### src/rtl/fcr_pkg.sv
// constants and field layout for the closed-loop configuration bank
package fcr_pkg;
  // register indices; byte address is four times the index
  localparam logic [7:0] IDX_STARTUP = 8'h86;
  localparam logic [7:0] IDX_CTRL_A  = 8'h88;
  localparam logic [7:0] IDX_CTRL_B  = 8'h8a;
  localparam logic [7:0] IDX_GAINS_A = 8'h8c;
  localparam logic [7:0] IDX_GAINS_B = 8'h8e;
  localparam logic [7:0] IDX_PROFILE = 8'h94;
  // storage slots
  localparam int         NUM_REGS     = 6;
  localparam logic [2:0] SLOT_STARTUP = 3'h0;
  localparam logic [2:0] SLOT_CTRL_A  = 3'h1;
  localparam logic [2:0] SLOT_CTRL_B  = 3'h2;
  localparam logic [2:0] SLOT_GAINS_A = 3'h3;
  localparam logic [2:0] SLOT_GAINS_B = 3'h4;
  localparam logic [2:0] SLOT_PROFILE = 3'h5;
  localparam logic [2:0] SLOT_NONE    = 3'h7;
  // writable bits per slot, everything else reads zero
  localparam logic [NUM_REGS-1:0][31:0] WR_MASK = {
    32'h6000_0000, 32'h7fff_ffff, 32'h7fff_ffff,
    32'h3fff_ffff, 32'h7eff_fff8, 32'h0000_0007};
  localparam logic [31:0] RESET_VAL = 32'h0000_0000;
  // field positions
  localparam int RAMP_LSB   = 0;
  localparam int OVMOD_BIT  = 30;
  localparam int ACCEL_LSB  = 25;
  localparam int DECEL_LSB  = 19;
  localparam int PWM_LSB    = 15;
  localparam int EST_BIT    = 14;
  localparam int FGSEL_LSB  = 12;
  localparam int FGDIV_LSB  = 8;
  localparam int FGCFG_BIT  = 7;
  localparam int FGTHR_LSB  = 4;
  localparam int SURGE_BIT  = 3;
  localparam int STOP_LSB   = 28;
  localparam int BRKT_LSB   = 24;
  localparam int SPIN_LSB   = 20;
  localparam int BRKSP_LSB  = 16;
  localparam int RES_LSB    = 8;
  localparam int IND_LSB    = 0;
  localparam int EMFK_LSB   = 23;
  localparam int CKP_LSB    = 13;
  localparam int CKI_LSB    = 3;
  localparam int VKPHI_LSB  = 0;
  localparam int VKPLO_LSB  = 24;
  localparam int VKI_LSB    = 14;
  localparam int MAXSP_LSB  = 0;
  localparam int PROF_LSB   = 29;
  // code values
  localparam logic [4:0] ACCEL_NO_LIMIT = 5'h1f;
  localparam logic [3:0] PWM_CODE_BAD   = 4'hf;
  localparam logic [6:0] PWM_BASE_KHZ   = 7'h0a;
  localparam logic [6:0] PWM_STEP_KHZ   = 7'h05;
  localparam logic [1:0] FGSEL_UNDEF    = 2'h3;
  localparam logic [3:0] FGDIV_COMMUT   = 4'h0;
  localparam logic [2:0] EMF_FIRST_BAD  = 3'h6;
  localparam logic [1:0] STOP_HIZ       = 2'h0;
  localparam logic [1:0] STOP_LOW_BRAKE = 2'h1;
  localparam logic [1:0] STOP_SPIN_DOWN = 2'h2;
  localparam logic [1:0] STOP_RESERVED  = 2'h3;
  localparam logic [3:0] PCT_FIRST_BAD  = 4'he;
  localparam logic [20:0] PCT_DIVISOR   = 21'h00_0064;
endpackage

### src/rtl/fcr_closed_loop_regs.sv
// closed-loop configuration register bank with apb slave and decoders
//
// The APB interface to the registers is this design's own decision.
`timescale 1ns/1ps
module fcr_closed_loop_regs #(
  parameter int AW = 12                      // apb address width
) (
  input  wire logic          pclk,
  input  wire logic          presetn,
  input  wire logic          psel,
  input  wire logic          penable,
  input  wire logic          pwrite,
  input  wire logic [AW-1:0] paddr,
  input  wire logic [31:0]   pwdata,
  output logic [31:0]        prdata,
  output logic               pready,
  output logic               pslverr,
  output logic [2:0]         angle_error_ramp_code,
  output logic               overmod_on,
  output logic [4:0]         loop_accel_code,
  output logic               accel_unlimited,
  output logic [4:0]         loop_decel_code,
  output logic               decel_unlimited,
  output logic [6:0]         pwm_freq_khz,
  output logic               pwm_freq_invalid,
  output logic               estimator_smoothing_on,
  output logic [1:0]         speed_pulse_state_select,
  output logic               speed_pulse_select_undef,
  output logic [3:0]         speed_pulse_divider,
  output logic               speed_pulse_commutation,
  output logic               speed_pulse_gating,
  output logic [4:0]         speed_pulse_emf_mv,
  output logic               speed_pulse_emf_invalid,
  output logic               surge_guard_on,
  output logic [1:0]         stop_behaviour_code,
  output logic               stop_code_reserved,
  output logic [13:0]        stop_brake_ms,
  output logic [13:0]        spin_down_speed_limit,
  output logic               spin_down_invalid,
  output logic [13:0]        brake_speed_limit,
  output logic               brake_speed_invalid,
  output logic [7:0]         winding_resistance,
  output logic [7:0]         winding_inductance,
  output logic [7:0]         emf_constant,
  output logic [9:0]         current_prop_gain,
  output logic [9:0]         current_integ_gain,
  output logic               current_gains_auto,
  output logic [9:0]         velocity_prop_gain,
  output logic [9:0]         velocity_integ_gain,
  output logic [13:0]        max_speed,
  output logic [1:0]         profile_mode
);

  // index space needs address bits 9:2
  if (AW < 10) begin : g_bad_aw
    $error("fcr_closed_loop_regs: AW must be at least 10");
  end

  logic [31:0] regs_q [fcr_pkg::NUM_REGS];   // register storage
  logic [31:0] prdata_q;                     // read data captured in setup
  logic [2:0]  sel;                          // slot of current address
  logic        wr_go;                        // write accepted this edge

  // address decode, shared by write and read paths
  function automatic logic [2:0] slot_of(input logic [AW-1:0] a);
    logic [7:0] idx;
    idx = a[9:2];
    if ((a[1:0] != 2'h0) || ((a >> 10) != '0)) begin
      slot_of = fcr_pkg::SLOT_NONE;
    end else if (idx == fcr_pkg::IDX_STARTUP) begin
      slot_of = fcr_pkg::SLOT_STARTUP;
    end else if (idx == fcr_pkg::IDX_CTRL_A) begin
      slot_of = fcr_pkg::SLOT_CTRL_A;
    end else if (idx == fcr_pkg::IDX_CTRL_B) begin
      slot_of = fcr_pkg::SLOT_CTRL_B;
    end else if (idx == fcr_pkg::IDX_GAINS_A) begin
      slot_of = fcr_pkg::SLOT_GAINS_A;
    end else if (idx == fcr_pkg::IDX_GAINS_B) begin
      slot_of = fcr_pkg::SLOT_GAINS_B;
    end else if (idx == fcr_pkg::IDX_PROFILE) begin
      slot_of = fcr_pkg::SLOT_PROFILE;
    end else begin
      slot_of = fcr_pkg::SLOT_NONE;
    end
  endfunction

  // percent-of-max-speed table shared by two thresholds
  function automatic logic [6:0] pct_of(input logic [3:0] c);
    case (c)
      4'h0:    pct_of = 7'h64;
      4'h1:    pct_of = 7'h5a;
      4'h2:    pct_of = 7'h50;
      4'h3:    pct_of = 7'h46;
      4'h4:    pct_of = 7'h3c;
      4'h5:    pct_of = 7'h32;
      4'h6:    pct_of = 7'h2d;
      4'h7:    pct_of = 7'h28;
      4'h8:    pct_of = 7'h23;
      4'h9:    pct_of = 7'h1e;
      4'ha:    pct_of = 7'h19;
      4'hb:    pct_of = 7'h14;
      4'hc:    pct_of = 7'h0f;
      4'hd:    pct_of = 7'h0a;
      default: pct_of = 7'h00;             // not applicable codes
    endcase
  endfunction

  // brake hold time in milliseconds
  function automatic logic [13:0] brake_ms_of(input logic [3:0] c);
    case (c)
      4'h0:    brake_ms_of = 14'h000a;
      4'h1:    brake_ms_of = 14'h0032;
      4'h2:    brake_ms_of = 14'h0064;
      4'h3:    brake_ms_of = 14'h00c8;
      4'h4:    brake_ms_of = 14'h012c;
      4'h5:    brake_ms_of = 14'h0190;
      4'h6:    brake_ms_of = 14'h01f4;
      4'h7:    brake_ms_of = 14'h02ee;
      4'h8:    brake_ms_of = 14'h03e8;
      4'h9:    brake_ms_of = 14'h07d0;
      4'ha:    brake_ms_of = 14'h0bb8;
      4'hb:    brake_ms_of = 14'h0fa0;
      4'hc:    brake_ms_of = 14'h1388;
      4'hd:    brake_ms_of = 14'h1d4c;
      4'he:    brake_ms_of = 14'h2710;
      default: brake_ms_of = 14'h3a98;
    endcase
  endfunction

  // emf threshold magnitude in millivolts
  function automatic logic [4:0] emf_mv_of(input logic [2:0] c);
    case (c)
      3'h0:    emf_mv_of = 5'h01;
      3'h1:    emf_mv_of = 5'h02;
      3'h2:    emf_mv_of = 5'h05;
      3'h3:    emf_mv_of = 5'h0a;
      3'h4:    emf_mv_of = 5'h14;
      3'h5:    emf_mv_of = 5'h1e;
      default: emf_mv_of = 5'h00;          // not applicable
    endcase
  endfunction

  // slave never waits; errors only on unmapped or misaligned addresses
  assign sel     = slot_of(paddr);
  assign wr_go   = psel && penable && pwrite && (sel != fcr_pkg::SLOT_NONE);
  assign pready  = 1'b1;
  assign pslverr = psel && penable && (sel == fcr_pkg::SLOT_NONE);
  assign prdata  = prdata_q;

  // one storage word per slot; masking keeps reserved and parity at zero
  for (genvar i = 0; i < fcr_pkg::NUM_REGS; i++) begin : g_reg
    always_ff @(posedge pclk or negedge presetn) begin
      if (!presetn) begin
        regs_q[i] <= fcr_pkg::RESET_VAL;
      end else if (wr_go && (sel == 3'(i))) begin
        regs_q[i] <= pwdata & fcr_pkg::WR_MASK[i];
      end
    end
  end

  // read data latched in setup so it stands through the access phase
  always_ff @(posedge pclk or negedge presetn) begin
    if (!presetn) begin
      prdata_q <= 32'h0000_0000;
    end else if (psel && !penable && !pwrite) begin
      if (sel == fcr_pkg::SLOT_NONE) begin
        prdata_q <= 32'h0000_0000;         // unmapped reads zero
      end else begin
        prdata_q <= regs_q[sel];
      end
    end
  end

  // plain field views straight off the storage flops
  assign angle_error_ramp_code    = regs_q[0][fcr_pkg::RAMP_LSB +: 3];
  assign overmod_on               = regs_q[1][fcr_pkg::OVMOD_BIT];
  assign loop_accel_code          = regs_q[1][fcr_pkg::ACCEL_LSB +: 5];
  assign loop_decel_code          = regs_q[1][fcr_pkg::DECEL_LSB +: 5];
  assign estimator_smoothing_on   = regs_q[1][fcr_pkg::EST_BIT];
  assign speed_pulse_state_select = regs_q[1][fcr_pkg::FGSEL_LSB +: 2];
  assign speed_pulse_divider      = regs_q[1][fcr_pkg::FGDIV_LSB +: 4];
  assign speed_pulse_gating       = regs_q[1][fcr_pkg::FGCFG_BIT];
  assign surge_guard_on           = regs_q[1][fcr_pkg::SURGE_BIT];
  assign stop_behaviour_code      = regs_q[2][fcr_pkg::STOP_LSB +: 2];
  assign winding_resistance       = regs_q[2][fcr_pkg::RES_LSB +: 8];
  assign winding_inductance       = regs_q[2][fcr_pkg::IND_LSB +: 8];
  assign emf_constant             = regs_q[3][fcr_pkg::EMFK_LSB +: 8];
  assign current_prop_gain        = regs_q[3][fcr_pkg::CKP_LSB +: 10];
  assign current_integ_gain       = regs_q[3][fcr_pkg::CKI_LSB +: 10];
  assign velocity_integ_gain      = regs_q[4][fcr_pkg::VKI_LSB +: 10];
  assign max_speed                = regs_q[4][fcr_pkg::MAXSP_LSB +: 14];
  assign profile_mode             = regs_q[5][fcr_pkg::PROF_LSB +: 2];

  // decoded values, one cycle behind the storage flops
  always_ff @(posedge pclk or negedge presetn) begin
    if (!presetn) begin
      accel_unlimited         <= 1'b0;
      decel_unlimited         <= 1'b0;
      pwm_freq_khz            <= 7'h00;
      pwm_freq_invalid        <= 1'b0;
      speed_pulse_select_undef <= 1'b0;
      speed_pulse_commutation <= 1'b0;
      speed_pulse_emf_mv      <= 5'h00;
      speed_pulse_emf_invalid <= 1'b0;
      stop_code_reserved      <= 1'b0;
      stop_brake_ms           <= 14'h0000;
      current_gains_auto      <= 1'b0;
      velocity_prop_gain      <= 10'h000;
    end else begin
      accel_unlimited  <= loop_accel_code == fcr_pkg::ACCEL_NO_LIMIT;
      decel_unlimited  <= loop_decel_code == fcr_pkg::ACCEL_NO_LIMIT;
      // invalid code reports zero rather than a bogus rate
      if (regs_q[1][fcr_pkg::PWM_LSB +: 4] == fcr_pkg::PWM_CODE_BAD) begin
        pwm_freq_khz     <= 7'h00;
        pwm_freq_invalid <= 1'b1;
      end else begin
        pwm_freq_khz     <= fcr_pkg::PWM_BASE_KHZ + fcr_pkg::PWM_STEP_KHZ
                            * {3'h0, regs_q[1][fcr_pkg::PWM_LSB +: 4]};
        pwm_freq_invalid <= 1'b0;
      end
      speed_pulse_select_undef <= speed_pulse_state_select == fcr_pkg::FGSEL_UNDEF;
      speed_pulse_commutation  <= speed_pulse_divider == fcr_pkg::FGDIV_COMMUT;
      speed_pulse_emf_mv <= emf_mv_of(regs_q[1][fcr_pkg::FGTHR_LSB +: 3]);
      speed_pulse_emf_invalid <=
        regs_q[1][fcr_pkg::FGTHR_LSB +: 3] >= fcr_pkg::EMF_FIRST_BAD;
      stop_code_reserved <= stop_behaviour_code == fcr_pkg::STOP_RESERVED;
      stop_brake_ms      <= brake_ms_of(regs_q[2][fcr_pkg::BRKT_LSB +: 4]);
      current_gains_auto <= current_prop_gain == 10'h000;
      // high three bits live in the gains_a word, low seven in gains_b
      velocity_prop_gain <= {regs_q[3][fcr_pkg::VKPHI_LSB +: 3],
                             regs_q[4][fcr_pkg::VKPLO_LSB +: 7]};
    end
  end

  // speed thresholds scaled to the max speed field; divider is a constant
  always_ff @(posedge pclk or negedge presetn) begin
    if (!presetn) begin
      spin_down_speed_limit <= 14'h0000;
      spin_down_invalid     <= 1'b0;
      brake_speed_limit     <= 14'h0000;
      brake_speed_invalid   <= 1'b0;
    end else begin
      spin_down_speed_limit <= 14'((21'(max_speed) *
        21'(pct_of(regs_q[2][fcr_pkg::SPIN_LSB +: 4]))) / fcr_pkg::PCT_DIVISOR);
      spin_down_invalid <= regs_q[2][fcr_pkg::SPIN_LSB +: 4] >= fcr_pkg::PCT_FIRST_BAD;
      brake_speed_limit <= 14'((21'(max_speed) *
        21'(pct_of(regs_q[2][fcr_pkg::BRKSP_LSB +: 4]))) / fcr_pkg::PCT_DIVISOR);
      brake_speed_invalid <= regs_q[2][fcr_pkg::BRKSP_LSB +: 4] >= fcr_pkg::PCT_FIRST_BAD;
    end
  end
endmodule

### config.mk
export PLATFORM = sky130hd
export DESIGN_NAME = fcr_closed_loop_regs
export DESIGN_NICKNAME = d
export VERILOG_FILES = /design/src/rtl/fcr_pkg.sv /design/src/rtl/fcr_closed_loop_regs.sv
export SDC_FILE = /design/constraint.sdc
export NUM_CORES = 1
export LEC_CHECK = 0
export BUFFER_PORTS_ARGS = -buffer_cell sky130_fd_sc_hd__buf_2
export CAP_MARGIN = 20
export CELL_PAD_IN_SITES_DETAIL_PLACEMENT = 0
export CELL_PAD_IN_SITES_GLOBAL_PLACEMENT = 1
export CORE_MARGIN = 1
export CORE_UTILIZATION = 25
export CTS_CLUSTER_DIAMETER = 100
export DETAILED_ROUTE_END_ITERATION = 12
export PLACE_DENSITY_LB_ADDON = 0.1
export SLEW_MARGIN = 40
export SYNTH_ARGS = -nofsm -noshare
export SYNTH_HDL_FRONTEND = slang
export SYNTH_SLANG_ARGS = --single-unit
### constraint.sdc
create_clock -name pclk -period 11.6 [get_ports pclk]
set_clock_uncertainty 0.05 [all_clocks]
set_input_delay 1.16 -clock pclk [delete_from_list [all_inputs] [get_ports pclk]]
set_output_delay 1.16 -clock pclk [all_outputs]
set_load 0.1 [all_outputs]
Yosys cells after proc, flatten, opt, wreduce, memory -nomap -nowiden

Memory sizes are Yosys's and may differ from the RTL's. A register that Yosys moved wholly into a read port is not among the register bits.
Cells that the tools add are included.

Logic and storage cells: 96
Memories kept: 3
Flip-flop bits (word level): 230
Memory bits (read-only): 432
Output and inout bits: 203
Input bits: 49

Multiplexer cells: 14
Eq/ne operators: 23
Add/sub/neg operators: 1
Multipliers: 3
Reduce and logical (&&, ||, !) cells: 22
Magnitude comparators: 4
Bitwise logic cells: 1
Div/mod/pow operators: 2

Memory list:

| memory          | depth | width | read ports | clocked after memory_dff | write ports | RTL line                    | source |
|---|---|---|---|---|---|---|---|
| (no name shown) | 16    | 13    | 1          | 1                        | 0           | fcr_closed_loop_regs.sv:110 | `case (c)` |
| (no name shown) | 16    | 7     | 1          | 0                        | 0           | fcr_closed_loop_regs.sv:89  | `case (c)` |
| (no name shown) | 16    | 7     | 1          | 0                        | 0           | fcr_closed_loop_regs.sv:89  |  |

Operators with widths:

| operator                | number |
|---|---|
| $bmux W32 S3            | 1 |
| $mux W32                | 3 |
| $eq A8 B8 Y1 const B    | 6 |
| $div A21 B7 Y21 const B | 2 |
| $mul A14 B7 Y21         | 2 |
| $pmux W5 S6             | 1 |
| $eq A3 B3 Y1 const B    | 5 |
| $mux W3                 | 5 |
| $eq A3 B2 Y1 const B    | 4 |
| $ge A4 B4 Y1 const B    | 3 |
| $logic_and A1 B1 Y1     | 12 |
| $reduce_bool A12 Y1     | 1 |
| $eq A5 B5 Y1 const B    | 2 |
| $logic_not A10 Y1       | 1 |
| $add A4 B7 Y7 const A   | 1 |
| $mul A3 B4 Y7 const A   | 1 |
| $mux W7                 | 1 |
| $eq A3 B1 Y1 const B    | 2 |
| $logic_not A3 Y1        | 2 |
| $eq A2 B2 Y1 const B    | 2 |
| $eq A4 B4 Y1 const B    | 1 |
| $logic_not A4 Y1        | 1 |
| $mux W2                 | 2 |
| $not A3 Y4              | 1 |
| 6 further kinds         | 8 |

Logic depth before layout (Yosys ltp)

Gate-level depths: netlist of the first run.

Word-level depth: 13
Mapped depth: 59
Gate-level depth less buffers: 51

Worst setup path after synthesis of the first run

OpenSTA, ideal clock, no wires.

Path type: reg2reg
Start: register regs_q[117] in the netlist's numbering
End: register spin_down_speed_limit[0]
Data arrival time: 12.285 ns
Required time: 11.427 ns
Buffers on the path: 3
Library setup time: 0.123 ns
Stages on the path, launching flop included: 54
Period minus slack after synthesis: 12.458 ns
Setup slack: -0.858 ns
Cells stage by stage: dfrtp_1 > inv_1 > ha_1 > nor2_1 > a21oi_1 > nor2_1 > a221oi_1 > clkbuf_1 > nor2b_1 > fa_1 > inv_1 > fa_1 > inv_1 > fa_1 > inv_1 > fa_1 > inv_1 > ha_1 > [... 18 more ...] > nand4_2 > a21oi_1 > nor4_2 > o21bai_1 > a2111oi_1 > a31oi_1 > o311a_1 > nor2_2 > a311oi_1 > a2111oi_2 > o31a_1 > or3_2 > nand2_1 > o311a_1 > o311ai_2 > o311ai_1 > mux2i_1 > a21oi_1

Word-level cells in the longest chain between the ends: 3

Ends and longest elaborated chain:

| item                             | RTL line                    | source |
|---|---|---|
| start: declaration               | fcr_closed_loop_regs.sv:59  | `logic [31:0] regs_q [fcr_pkg::NUM_REGS];` |
| start signal: indexed assignment | fcr_closed_loop_regs.sv:154 | `regs_q[i] <= fcr_pkg::RESET_VAL;` |
| start signal: indexed assignment | fcr_closed_loop_regs.sv:156 | `regs_q[i] <= pwdata & fcr_pkg::WR_MASK[i];` |
| $mem_v2 Z16 W7                   | n/a                         |  |
| $mul A14 B7 Y21                  | fcr_closed_loop_regs.sv:243 | `spin_down_speed_limit <= 14'((21'(max_speed) *` |
| $div A21 B7 Y21                  | fcr_closed_loop_regs.sv:244 | `21'(pct_of(regs_q[2][fcr_pkg::SPIN_LSB +: 4]))) / fcr_pkg::PCT_DIVISOR);` |
| end signal: assignment           | fcr_closed_loop_regs.sv:243 |  |
| end: declaration                 | fcr_closed_loop_regs.sv:38  | `output logic [13:0] spin_down_speed_limit,` |

No other way between the ends.
A chain may end at the register's enable or synchronous reset.

Worst setup path in the final report of the first run

Start: register regs_q[112] in the netlist's numbering
End: register brake_speed_limit[0]

Word-level cells in the longest chain between the ends: 3

Ends and longest elaborated chain:

| item                   | RTL line                    | source |
|---|---|---|
| $mem_v2 Z16 W7         | n/a                         |  |
| $mul A14 B7 Y21        | fcr_closed_loop_regs.sv:246 | `brake_speed_limit <= 14'((21'(max_speed) *` |
| $div A21 B7 Y21        | fcr_closed_loop_regs.sv:247 | `21'(pct_of(regs_q[2][fcr_pkg::BRKSP_LSB +: 4]))) / fcr_pkg::PCT_DIVISOR);` |
| end signal: assignment | fcr_closed_loop_regs.sv:246 |  |
| end: declaration       | fcr_closed_loop_regs.sv:40  | `output logic [13:0] brake_speed_limit,` |

No other way between the ends.

==> results of run 1 <==
[final cells by class]
type                            instances  share of cell area
Antenna cell                            1          0.00007246
Clock buffer                           43             0.02402
Clock inverter                         11            0.003696
Inverter                              116             0.01268
Multi-Input combinational cell       2008              0.5280
Sequential cell                       228              0.1652
Tap cell                             1176             0.04261
Timing Repair Buffer                 1063              0.2238
[final timing paths]
check	endpoint	start	cells after the start	slack, ns
max	brake_speed_limit[0]	regs_q[112]	57	-0.92
min	velocity_prop_gain[9]	regs_q[66]	0	0.34
max reg2reg	brake_speed_limit[0]	regs_q[112]	57	-0.92
min reg2reg	velocity_prop_gain[9]	regs_q[66]	0	0.34
max in group asynchronous	regs_q[143]	presetn	3	9.40
min in group asynchronous	spin_down_speed_limit[0]	presetn	1	0.38
[kinds of logic after synthesis]
| kind of cell | after synthesis | share of synthesized area |
|---|---|---|
| AND/OR/NAND/NOR | 824 | 0.1818 |
| buffers and inverters | 336 | 0.07368 |
| flip-flops | 228 | 0.2496 |
| adder cells (fa/ha/maj) | 224 | 0.1612 |
| XOR/XNOR | 75 | 0.02907 |
| multiplexers | 147 | 0.07215 |
| other | 2 | 0.0003286 |
| AO/OA/AOI/OAI | 735 | 0.2322 |
[placed cells by master, fill, tap and decap left out, types with 43 or more instances in the layout]
master / Yosys / final
fa_1: 119 / 114
mux2_2: 128 / 127
buf_4: 100 / 751
buf_2: 31 / 246
dfrtp_1: 228 / 228
and2_1: 156 / 145
inv_1: 114 / 101
xnor2_1: 52 / 43
a21oi_1: 173 / 142
o21ai_0: 126 / 104
ha_1: 100 / 78
nand2_1: 237 / 212
nor3_1: 63 / 46
buf_6: 1 / 52
nor2_1: 158 / 128
[stage by stage]
| step | instance area, sq um | power [mW] | utilization |
|---|---|---|---|
| after global placement | 30070 | 0.8724 | 0.3331 |
| after global routing | 34530 | 1.857 | 0.3825 |
| after floorplan | 23480 | 0.8337 | - |
| after CTS | 33280 | 1.826 | 0.3686 |
| after detailed placement | 30090 | 0.8732 | 0.3333 |
| final | 34530 | 1.783 | 0.3825 |
[registers in the layout, summed over array words and instances (netlist names), 2 cells and up]
register                  flops
loop_accel_code               5
spin_down_speed_limit        14
current_prop_gain            10
profile_mode                  2
brake_speed_limit            14
velocity_integ_gain          10
speed_pulse_state_select      2
regs_q                       29
winding_inductance            8
current_integ_gain           10
prdata                       31
stop_brake_ms                13
speed_pulse_divider           4
emf_constant                  8
velocity_prop_gain           10
max_speed                    14
angle_error_ramp_code         3
loop_decel_code               5
winding_resistance            8
stop_behaviour_code           2
speed_pulse_emf_mv            5
pwm_freq_khz                  7
[worst max-delay path: cells and delay by family, from the launching register on]
kind / cells / cell delay [ns]
flip-flops: 1 / 0.41
buffers and inverters: 14 / 1.55
AO/OA/AOI/OAI: 25 / 5.52
adder cells (fa/ha/maj): 6 / 2.45
multiplexers: 1 / 0.33
XOR/XNOR: 1 / 0.14
AND/OR/NAND/NOR: 10 / 1.97
[power groups by stage]
stage | Clock, mW | Combinational [mW] | Sequential, mW
2_1_floorplan | 0 | 0.0197 | 0.814
3_3_place_gp | 0 | 0.0611 | 0.811
3_5_place_dp | 0 | 0.0618 | 0.811
4_1_cts | 0.967 | 0.0627 | 0.797
5_1_grt | 0.992 | 0.0689 | 0.797
6_report | 0.924 | 0.0623 | 0.797
[what timing repair did]
action                                  in CTS  in global routing
gates resized for setup                    315                165
buffers inserted                            92                 49
endpoints found under the setup margin       8                  8
gates cloned                                 0                  0
pin swaps                                  184                127
[layer usage]
| metal | vias to the layer above | wire length, um |
|---|---|---|
| li1 | 10920 | - |
| met1 | 11140 | 38910 |
| met2 | 331 | 40550 |
| met3 | 76 | 3819 |
| met4 | 4 | 1411 |
| met5 | - | 25 |
==> flow_metrics.py, run 1 <==
metrics = {
    "clock_network": {
        "cts_inserted_buffers": 30,
        "cts.reportedPaths.clkPinSlew_ns": 0.06,
        "cts_root_buf": "clkbuf_16",
        "cts_sinks": 228,
        "clock_latency_ns": 0.64,
        "htreeDepth": 1,
        "cts_tree": "built",
        "ctsHoldBuffers": 0,
        "cts_max_path_buffers": 3,
    },
    "global_route": {
        "grt_usage": 0.1790,
        "grt.busiest_layer": "met2",
        "grt_first_pass_wirelength_um": 134600,
        "use_met1": 0.2379,
        "grtUsageMet3": 0.03217,
        "grt_pass1_vias": 23790,
        "antenna_found_initial": 4,
        "grt_overflow": 0,
        "grt_max_degree": 81,
        "grt_use_met2": 0.3029,
    },
    "power_and_ir_drop": {
        "switching_share": 0.2526,
        "clock_power_share": 0.518,
        "internal_power_mw": 1.333,
        "p_comb_frac": 0.035,
        "pwr-share-seq": 0.447,
        "leakagePower_nw": 16.65,
        "p_switching_mw": 0.4505,
        "vdd_ir_drop_max_uv": 118.5,
        "power.density_nw_per_um2": 51.64,
    },
    "timing": {
        "final_hold_viol_count": 0,
        "hold_slack_ns": 0.3413,
        "post-route-period-util": 1.079,
        "fin_tns_setup_ns": -3.266,
        "tightest_slew_ns": 0.7621,
        "period_minus_slack_ns": 12.52,
        "fin_ws_ns": -0.9171,
        "fmax_mhz": 79.89,
        "max_slew_margin": 0.4883,
        "final-setup-viol-count": 6,
        "slew_viol_final": 0,
        "rsz0062_at_grt": "true",
    },
    "yosys": {
        "avgSynthCellArea_sq_um": 8.890,
        "synth_top_cell_by_area": "dfrtp_1",
        "synth_top_area_share": 0.2496,
        "yosysUniqueCellTypes": 124,
        "yosys-top-cells-area": "dfrtp_1, fa_1, mux2_2, ha_1, and2_1",
        "syn_inst": 2571,
        "synth.most_common_cell": "nand2_1",
        "async_flop_share": 1.000,
        "netlist_top_cells_count": "nand2_1, dfrtp_1, a21oi_1",
        "syn_area_sq_um": 22860,
        "synth_warnings": 0,
        "synth_ff_type": "dfrtp_1",
        "ys_seq_area_frac": 0.2496,
        "synth_enable_flop_cells": 0,
        "ys_ff_latch": 228,
    },
    "route": {
        "drc": 0,
        "first_pass_iters": 5,
        "postRouteAntennaNets": 0,
        "drtIter0Drc": 806,
        "vias": 22470,
        "wl_um": 84720,
        "wire_per_inst_um": 18.23,
        "vias_per_cell": 4.837,
    },
    "outcome": {
        "violations": "setup timing",
        "status": "complete, but fails checks",
    },
    "die": {
        "row_count": 110,
        "start_util": 0.2531,
        "io_pins": 252,
        "die_area_sq_um": 92640,
        "core_sq_um": 90290,
        "die_y_um": 304.4,
        "die_x_um": 304.4,
    },
    "worst_setup_path": {
        "cpMostUsedCell": "buf_6",
        "cp-start-kind": "flop",
        "slowest_stage": "fa_1",
        "critical_path_arrival_ns": 12.99,
        "path_class": "flop to flop",
        "slowest_delay_ns": 0.53,
        "cp_max_fo": 8,
        "cp-end-kind": "flop",
        "crit_required_ns": 12.07,
    },
    "final_layout": {
        "area_growth_pct": 51.10,
        "nFillCells": 9175,
        "fin_cells": 4646,
        "layout.nets": 3715,
        "multi_input_area_sq_um": 18230,
        "register_area_sq_um": 5705,
        "drive_gt1_frac": 0.4883,
    },
    "flow_run": {
        "max-cap-violations": 0,
    },
    "place": {
        "dp_hpwl_um": 64700,
        "place_ws_ns": -1.417,
        "port_buffers": 247,
        "gp_congestion": 0.8166,
        "dp_cells": 4455,
    },
    "hold_path": {
        "hold_class": "flop to flop",
    },
}
No activity file was read; power rests on OpenSTA's default activity.
==> run 2: changes to the inputs <==
BUFFER_PORTS_ARGS = -buffer_cell sky130_fd_sc_hd__buf_4   (was -buffer_cell sky130_fd_sc_hd__buf_2)
==> flow_metrics.py, run 2 (same netlist as run 1, synthesis figures left out) <==
metrics = {
    "die": {
        "start_util": 0.2531,
        "die_x_um": 304.4,
        "die_area_sq_um": 92640,
        "die_y_um": 304.4,
        "core_sq_um": 90290,
        "io_pins": 252,
        "row_count": 110,
    },
    "power_and_ir_drop": {
        "p_switching_mw": 0.4492,
        "pwr-share-seq": 0.427,
        "p_comb_frac": 0.036,
        "switching_share": 0.2408,
        "leakagePower_nw": 16.61,
        "power.density_nw_per_um2": 53.06,
        "vdd_ir_drop_max_uv": 121.4,
        "internal_power_mw": 1.416,
        "clock_power_share": 0.537,
    },
    "flow_run": {
        "max-cap-violations": 0,
    },
    "route": {
        "wire_per_inst_um": 18.44,
        "first_pass_iters": 7,
        "vias": 22470,
        "postRouteAntennaNets": 0,
        "vias_per_cell": 4.869,
        "wl_um": 85110,
        "drc": 0,
        "drtIter0Drc": 862,
    },
    "final_layout": {
        "largest_register_ffs": 31,
        "nFillCells": 9155,
        "drive_gt1_frac": 0.4891,
        "area_growth_pct": 53.79,
        "final_common_cell": "buf_4",
        "layout_common_cells": "buf_4, dfrtp_1, nand2_1, and2_1, a21oi_1",
        "layout.nets": 3686,
        "antennaDiodeCount": 0,
        "fin_cells": 4615,
    },
    "clock_network": {
        "cts_sinks": 228,
        "cts_tree": "built",
        "cts_max_path_buffers": 3,
        "ctsHoldBuffers": 0,
        "cts_root_buf": "clkbuf_16",
        "cts_inserted_buffers": 31,
        "clock_latency_ns": 0.64,
        "htreeDepth": 1,
        "cts.reportedPaths.clkPinSlew_ns": 0.06,
    },
    "global_route": {
        "grt_overflow": 0,
        "antenna_found_initial": 1,
        "grt_usage": 0.1790,
        "grt_max_degree": 73,
        "grt_pass1_vias": 23570,
        "grt_first_pass_wirelength_um": 135000,
    },
    "worst_setup_path": {
        "critical_path_arrival_ns": 12.86,
        "path_class": "flop to flop",
        "cp-end-kind": "flop",
        "cpMostUsedCell": "buf_4",
        "slowest_delay_ns": 0.53,
        "regToRegEndpoint": "brake_speed_limit[0]",
        "rr_worst_depth": 51,
        "regToRegSetupSlack_ns": -0.73,
        "rr_startpoint": "regs_q[112]",
        "crit_required_ns": 12.13,
        "cp-start-kind": "flop",
        "cp_max_fo": 8,
        "slowest_stage": "fa_1",
    },
    "timing": {
        "fin_ws_ns": -0.7314,
        "final_hold_viol_count": 0,
        "period_minus_slack_ns": 12.33,
        "max_slew_margin": 0.4113,
        "fmax_mhz": 81.09,
        "slew_viol_final": 0,
        "tightest_slew_ns": 0.8767,
        "final-setup-viol-count": 6,
        "post-route-period-util": 1.063,
        "rsz0062_at_grt": "true",
    },
    "outcome": {
        "status": "complete, but fails checks",
        "violations": "setup timing",
    },
    "place": {
        "dp_cells": 4421,
        "port_buffers": 247,
        "dp_hpwl_um": 64560,
        "gp_congestion": 0.8147,
        "place_ws_ns": -1.679,
    },
    "hold_path": {
        "min_to": "velocity_prop_gain[7]",
        "worstHoldStart": "regs_q[64]",
        "whs_path_depth": 0,
        "hold_class": "flop to flop",
    },
}
==> run 2: cell type report <==
cell class / instances / area, sq um / area share
flip-flops and latches: 228 / 5708 / 0.1624
clock buffers: 43 / 890.9 / 0.02534
well taps: 1176 / 1471 / 0.04186
multi-input cells: 2008 / 18300 / 0.5207
inverters: 116 / 440.4 / 0.01253
repair buffers: 1033 / 8177 / 0.2326
clock inverters: 11 / 158.9 / 0.004521
==> run 2: critical path, delay by kind of cell (launching register included) <==
kind | cells | cell delay [ns]
flip-flops | 1 | 0.40
buffers and inverters | 9 | 1.30
AND/OR/NAND/NOR | 14 | 2.61
multiplexers | 1 | 0.33
AO/OA/AOI/OAI | 20 | 4.61
XOR/XNOR | 1 | 0.30
adder cells (fa/ha/maj) | 6 | 2.67
==> run 2: metrics by stage <==
step	TNS (ns)	power [mW]	utilization	cell area (sq um)	hold WS (ns)
final	-3.087	1.865	0.3893	35150	0.3491
after global routing	-6.959	1.949	0.3893	35150	0.3624
after CTS	-2.576	1.909	0.3745	33810	0.3478
after detailed placement	-7.476	0.8787	0.3379	30510	0.3343
after global placement	-7.631	0.8779	0.3375	30470	0.3295
after floorplan	-0.3467	0.8337	-	23480	0.3139
==> run 2: power by group through the flow <==
stage	registers, mW	logic (mW)	clock network [mW]
2_1_floorplan	0.814	0.0197	0
3_3_place_gp	0.811	0.0665	0
3_5_place_dp	0.811	0.0673	0
4_1_cts	0.797	0.0681	1.04
5_1_grt	0.797	0.0737	1.08
6_report	0.797	0.0668	1.00
==> run 2: per-layer routing <==
| metal | vias to the layer above | share of wire | GRT usage |
|---|---|---|---|
| li1 | 10860 | - | - |
| met1 | 11210 | 0.47 | 0.2424 |
| met2 | 340 | 0.48 | 0.3009 |
| met3 | 58 | 0.043 | 0.03273 |
| met4 | 2 | 0.010 | 0.02490 |
| met5 | - | 0.00018 | 0 |
==> run 2: worst max path at each step <==
stage	startpoint	end	slack [ns]	cells after the start
global route	regs_q[112]	brake_speed_limit[0]	-1.29	57
CTS	regs_q[112]	brake_speed_limit[0]	-0.73	53
floorplan	regs_q[117]	spin_down_speed_limit[0]	-0.19	54
global placement	regs_q[117]	spin_down_speed_limit[0]	-1.65	47
detailed placement	regs_q[117]	spin_down_speed_limit[0]	-1.68	49
finish	regs_q[112]	brake_speed_limit[0]	-0.73	51
==> run 2: repair_timing <==
| item | in CTS | in global routing |
|---|---|---|
| pin swaps | 198 | 129 |
| resized for setup | 315 | 185 |
| cloned | 1 | 0 |
| buffers inserted | 100 | 52 |
| setup endpoints to repair | 8 | 8 |
==> run 3: changes to the inputs <==
CORE_UTILIZATION = 42   (was 25)
==> flow_metrics.py, run 3 (same netlist as run 1, synthesis figures left out) <==
metrics = {
    "outcome": {
        "status": "complete, but fails checks",
        "violations": "setup timing",
    },
    "route": {
        "met1Wirelength_um": 33610,
        "postRouteAntennaNets": 0,
        "wl_um": 75900,
        "drc": 0,
        "dr_wl_met3_um": 3753,
        "vias_per_cell": 5.518,
        "routed-wl-met2_um": 37050,
        "maxUsedRoutingLayer": "met5",
        "first_pass_iters": 5,
        "drtIter0Drc": 1112,
        "wire_per_inst_um": 18.49,
        "vias": 22650,
    },
    "global_route": {
        "grt_overflow": 0,
        "grt_pass1_vias": 22810,
        "grt_first_pass_wirelength_um": 120500,
        "antenna_found_initial": 1,
        "grt_usage": 0.2632,
        "grt_max_degree": 85,
    },
    "power_and_ir_drop": {
        "p_comb_frac": 0.037,
        "clock_power_share": 0.507,
        "switching_share": 0.2430,
        "p_switching_mw": 0.4248,
        "power.density_nw_per_um2": 51.53,
        "pwr-share-seq": 0.456,
        "internal_power_mw": 1.324,
        "vdd_ir_drop_max_uv": 122.4,
        "leakagePower_nw": 16.26,
    },
    "timing": {
        "post-route-period-util": 1.076,
        "final_hold_viol_count": 0,
        "period_minus_slack_ns": 12.49,
        "final-setup-viol-count": 7,
        "fmax_mhz": 80.09,
        "slew_viol_final": 0,
        "rsz0062_at_grt": "true",
        "max_slew_margin": 0.3467,
        "hold_slack_ns": 0.3463,
        "tightest_slew_ns": 0.9730,
        "fin_ws_ns": -0.8862,
    },
    "final_layout": {
        "antennaDiodeCount": 0,
        "layout_common_cells": "buf_4, dfrtp_1, nand2_1, and2_1, a21oi_1",
        "fin_cells": 4105,
        "fin_area_sq_um": 33930,
        "final_common_cell": "buf_4",
        "largest_register_ffs": 31,
        "layout.nets": 3658,
        "area_growth_pct": 48.46,
        "drive_gt1_frac": 0.4764,
    },
    "place": {
        "dp_hpwl_um": 56010,
        "place_area_sq_um": 29710,
        "dp_cells": 3924,
        "port_buffers": 247,
        "gp_congestion": 0.8769,
    },
    "die": {
        "die_y_um": 235.3,
        "row_count": 85,
        "io_pins": 252,
        "start_util": 0.4247,
        "die_x_um": 235.3,
        "core_sq_um": 53810,
        "die_area_sq_um": 55350,
    },
    "clock_network": {
        "cts_inserted_buffers": 28,
        "clock_latency_ns": 0.59,
        "htreeDepth": 1,
        "ctsHoldBuffers": 0,
        "cts_sinks": 228,
        "cts_tree": "built",
        "cts_max_path_buffers": 3,
        "cts_root_buf": "clkbuf_16",
        "cts.reportedPaths.clkPinSlew_ns": 0.06,
    },
    "worst_setup_path": {
        "crit_required_ns": 12.01,
        "cpMostUsedCell": "buf_4",
        "regToRegSetupSlack_ns": -0.89,
        "cp-end-kind": "flop",
        "critical_path_arrival_ns": 12.90,
        "regToRegEndpoint": "brake_speed_limit[0]",
        "slowest_delay_ns": 0.54,
        "cp_max_fo": 8,
        "path_class": "flop to flop",
        "cp-start-kind": "flop",
        "rr_worst_depth": 56,
        "slowest_stage": "fa_1",
        "rr_startpoint": "regs_q[113]",
    },
    "flow_run": {
        "max-cap-violations": 0,
    },
    "hold_path": {
        "hold_class": "primary input to async pin",
    },
}
==> run 3: worst max-delay path, delay by kind of cell (launching register included) <==
family	cells	cell delay, ns
simple gates	13	2.19
fa+ha+maj	6	2.68
flops	1	0.42
compound gates	23	4.70
xor+xnor	1	0.12
mux	1	0.32
buf+inv	12	1.79
==> run 3: repair_timing <==
item	4_1_cts	5_1_grt
setup endpoints to repair	8	9
setup buffers	72	67
gates resized for setup	214	238
gates cloned	0	2
pin swaps	146	162
==> run 3: layout make-up <==
cell class | count | area (sq um)
Clock buffer | 40 | 805.8
Inverter | 116 | 445.4
Fill cell | 4482 | 19880
Clock inverter | 9 | 116.4
Multi-Input combinational cell | 2009 | 18120
Sequential cell | 228 | 5707
Tap cell | 696 | 870.8
Timing Repair Buffer | 1007 | 7870
==> run 3: worst max path at each step <==
stage / start / to / slack (ns) / cells after the start
floorplan: regs_q[117] / spin_down_speed_limit[0] / -0.19 / 54
global placement: regs_q[113] / brake_speed_limit[0] / -1.09 / 54
detailed placement: regs_q[117] / spin_down_speed_limit[0] / -1.30 / 51
CTS: regs_q[113] / brake_speed_limit[0] / -0.80 / 57
global route: regs_q[113] / brake_speed_limit[0] / -1.37 / 60
finish: regs_q[113] / brake_speed_limit[0] / -0.89 / 56
==> run 3: per-stage QoR <==
step / setup WS, ns / power (mW) / utilization / setup TNS, ns
after floorplan: -0.1853 / 0.8337 / - / -0.3467
after global placement: -1.087 / 0.8742 / 0.5518 / -4.867
after detailed placement: -1.303 / 0.8757 / 0.5521 / -6.430
after CTS: -0.8036 / 1.768 / 0.5981 / -2.553
after global routing: -1.367 / 1.803 / 0.6306 / -6.449
final: -0.8862 / 1.748 / 0.6306 / -3.025
==> run 3: power groups by stage <==
stage,sequential [mW],clock [mW],combinational [mW]
2_1_floorplan,0.814,0,0.0197
3_3_place_gp,0.811,0,0.0629
3_5_place_dp,0.811,0,0.0643
4_1_cts,0.797,0.906,0.0653
5_1_grt,0.797,0.935,0.0713
6_report,0.797,0.886,0.0653
==> run 3: per-layer routing <==
| metal | vias up | GRT usage |
|---|---|---|
| met3 | 98 | 0.04432 |
| met4 | 2 | 0.05288 |
| met1 | 11290 | 0.3486 |
| met2 | 436 | 0.4512 |
| met5 | - | 0 |
| li1 | 10830 | - |
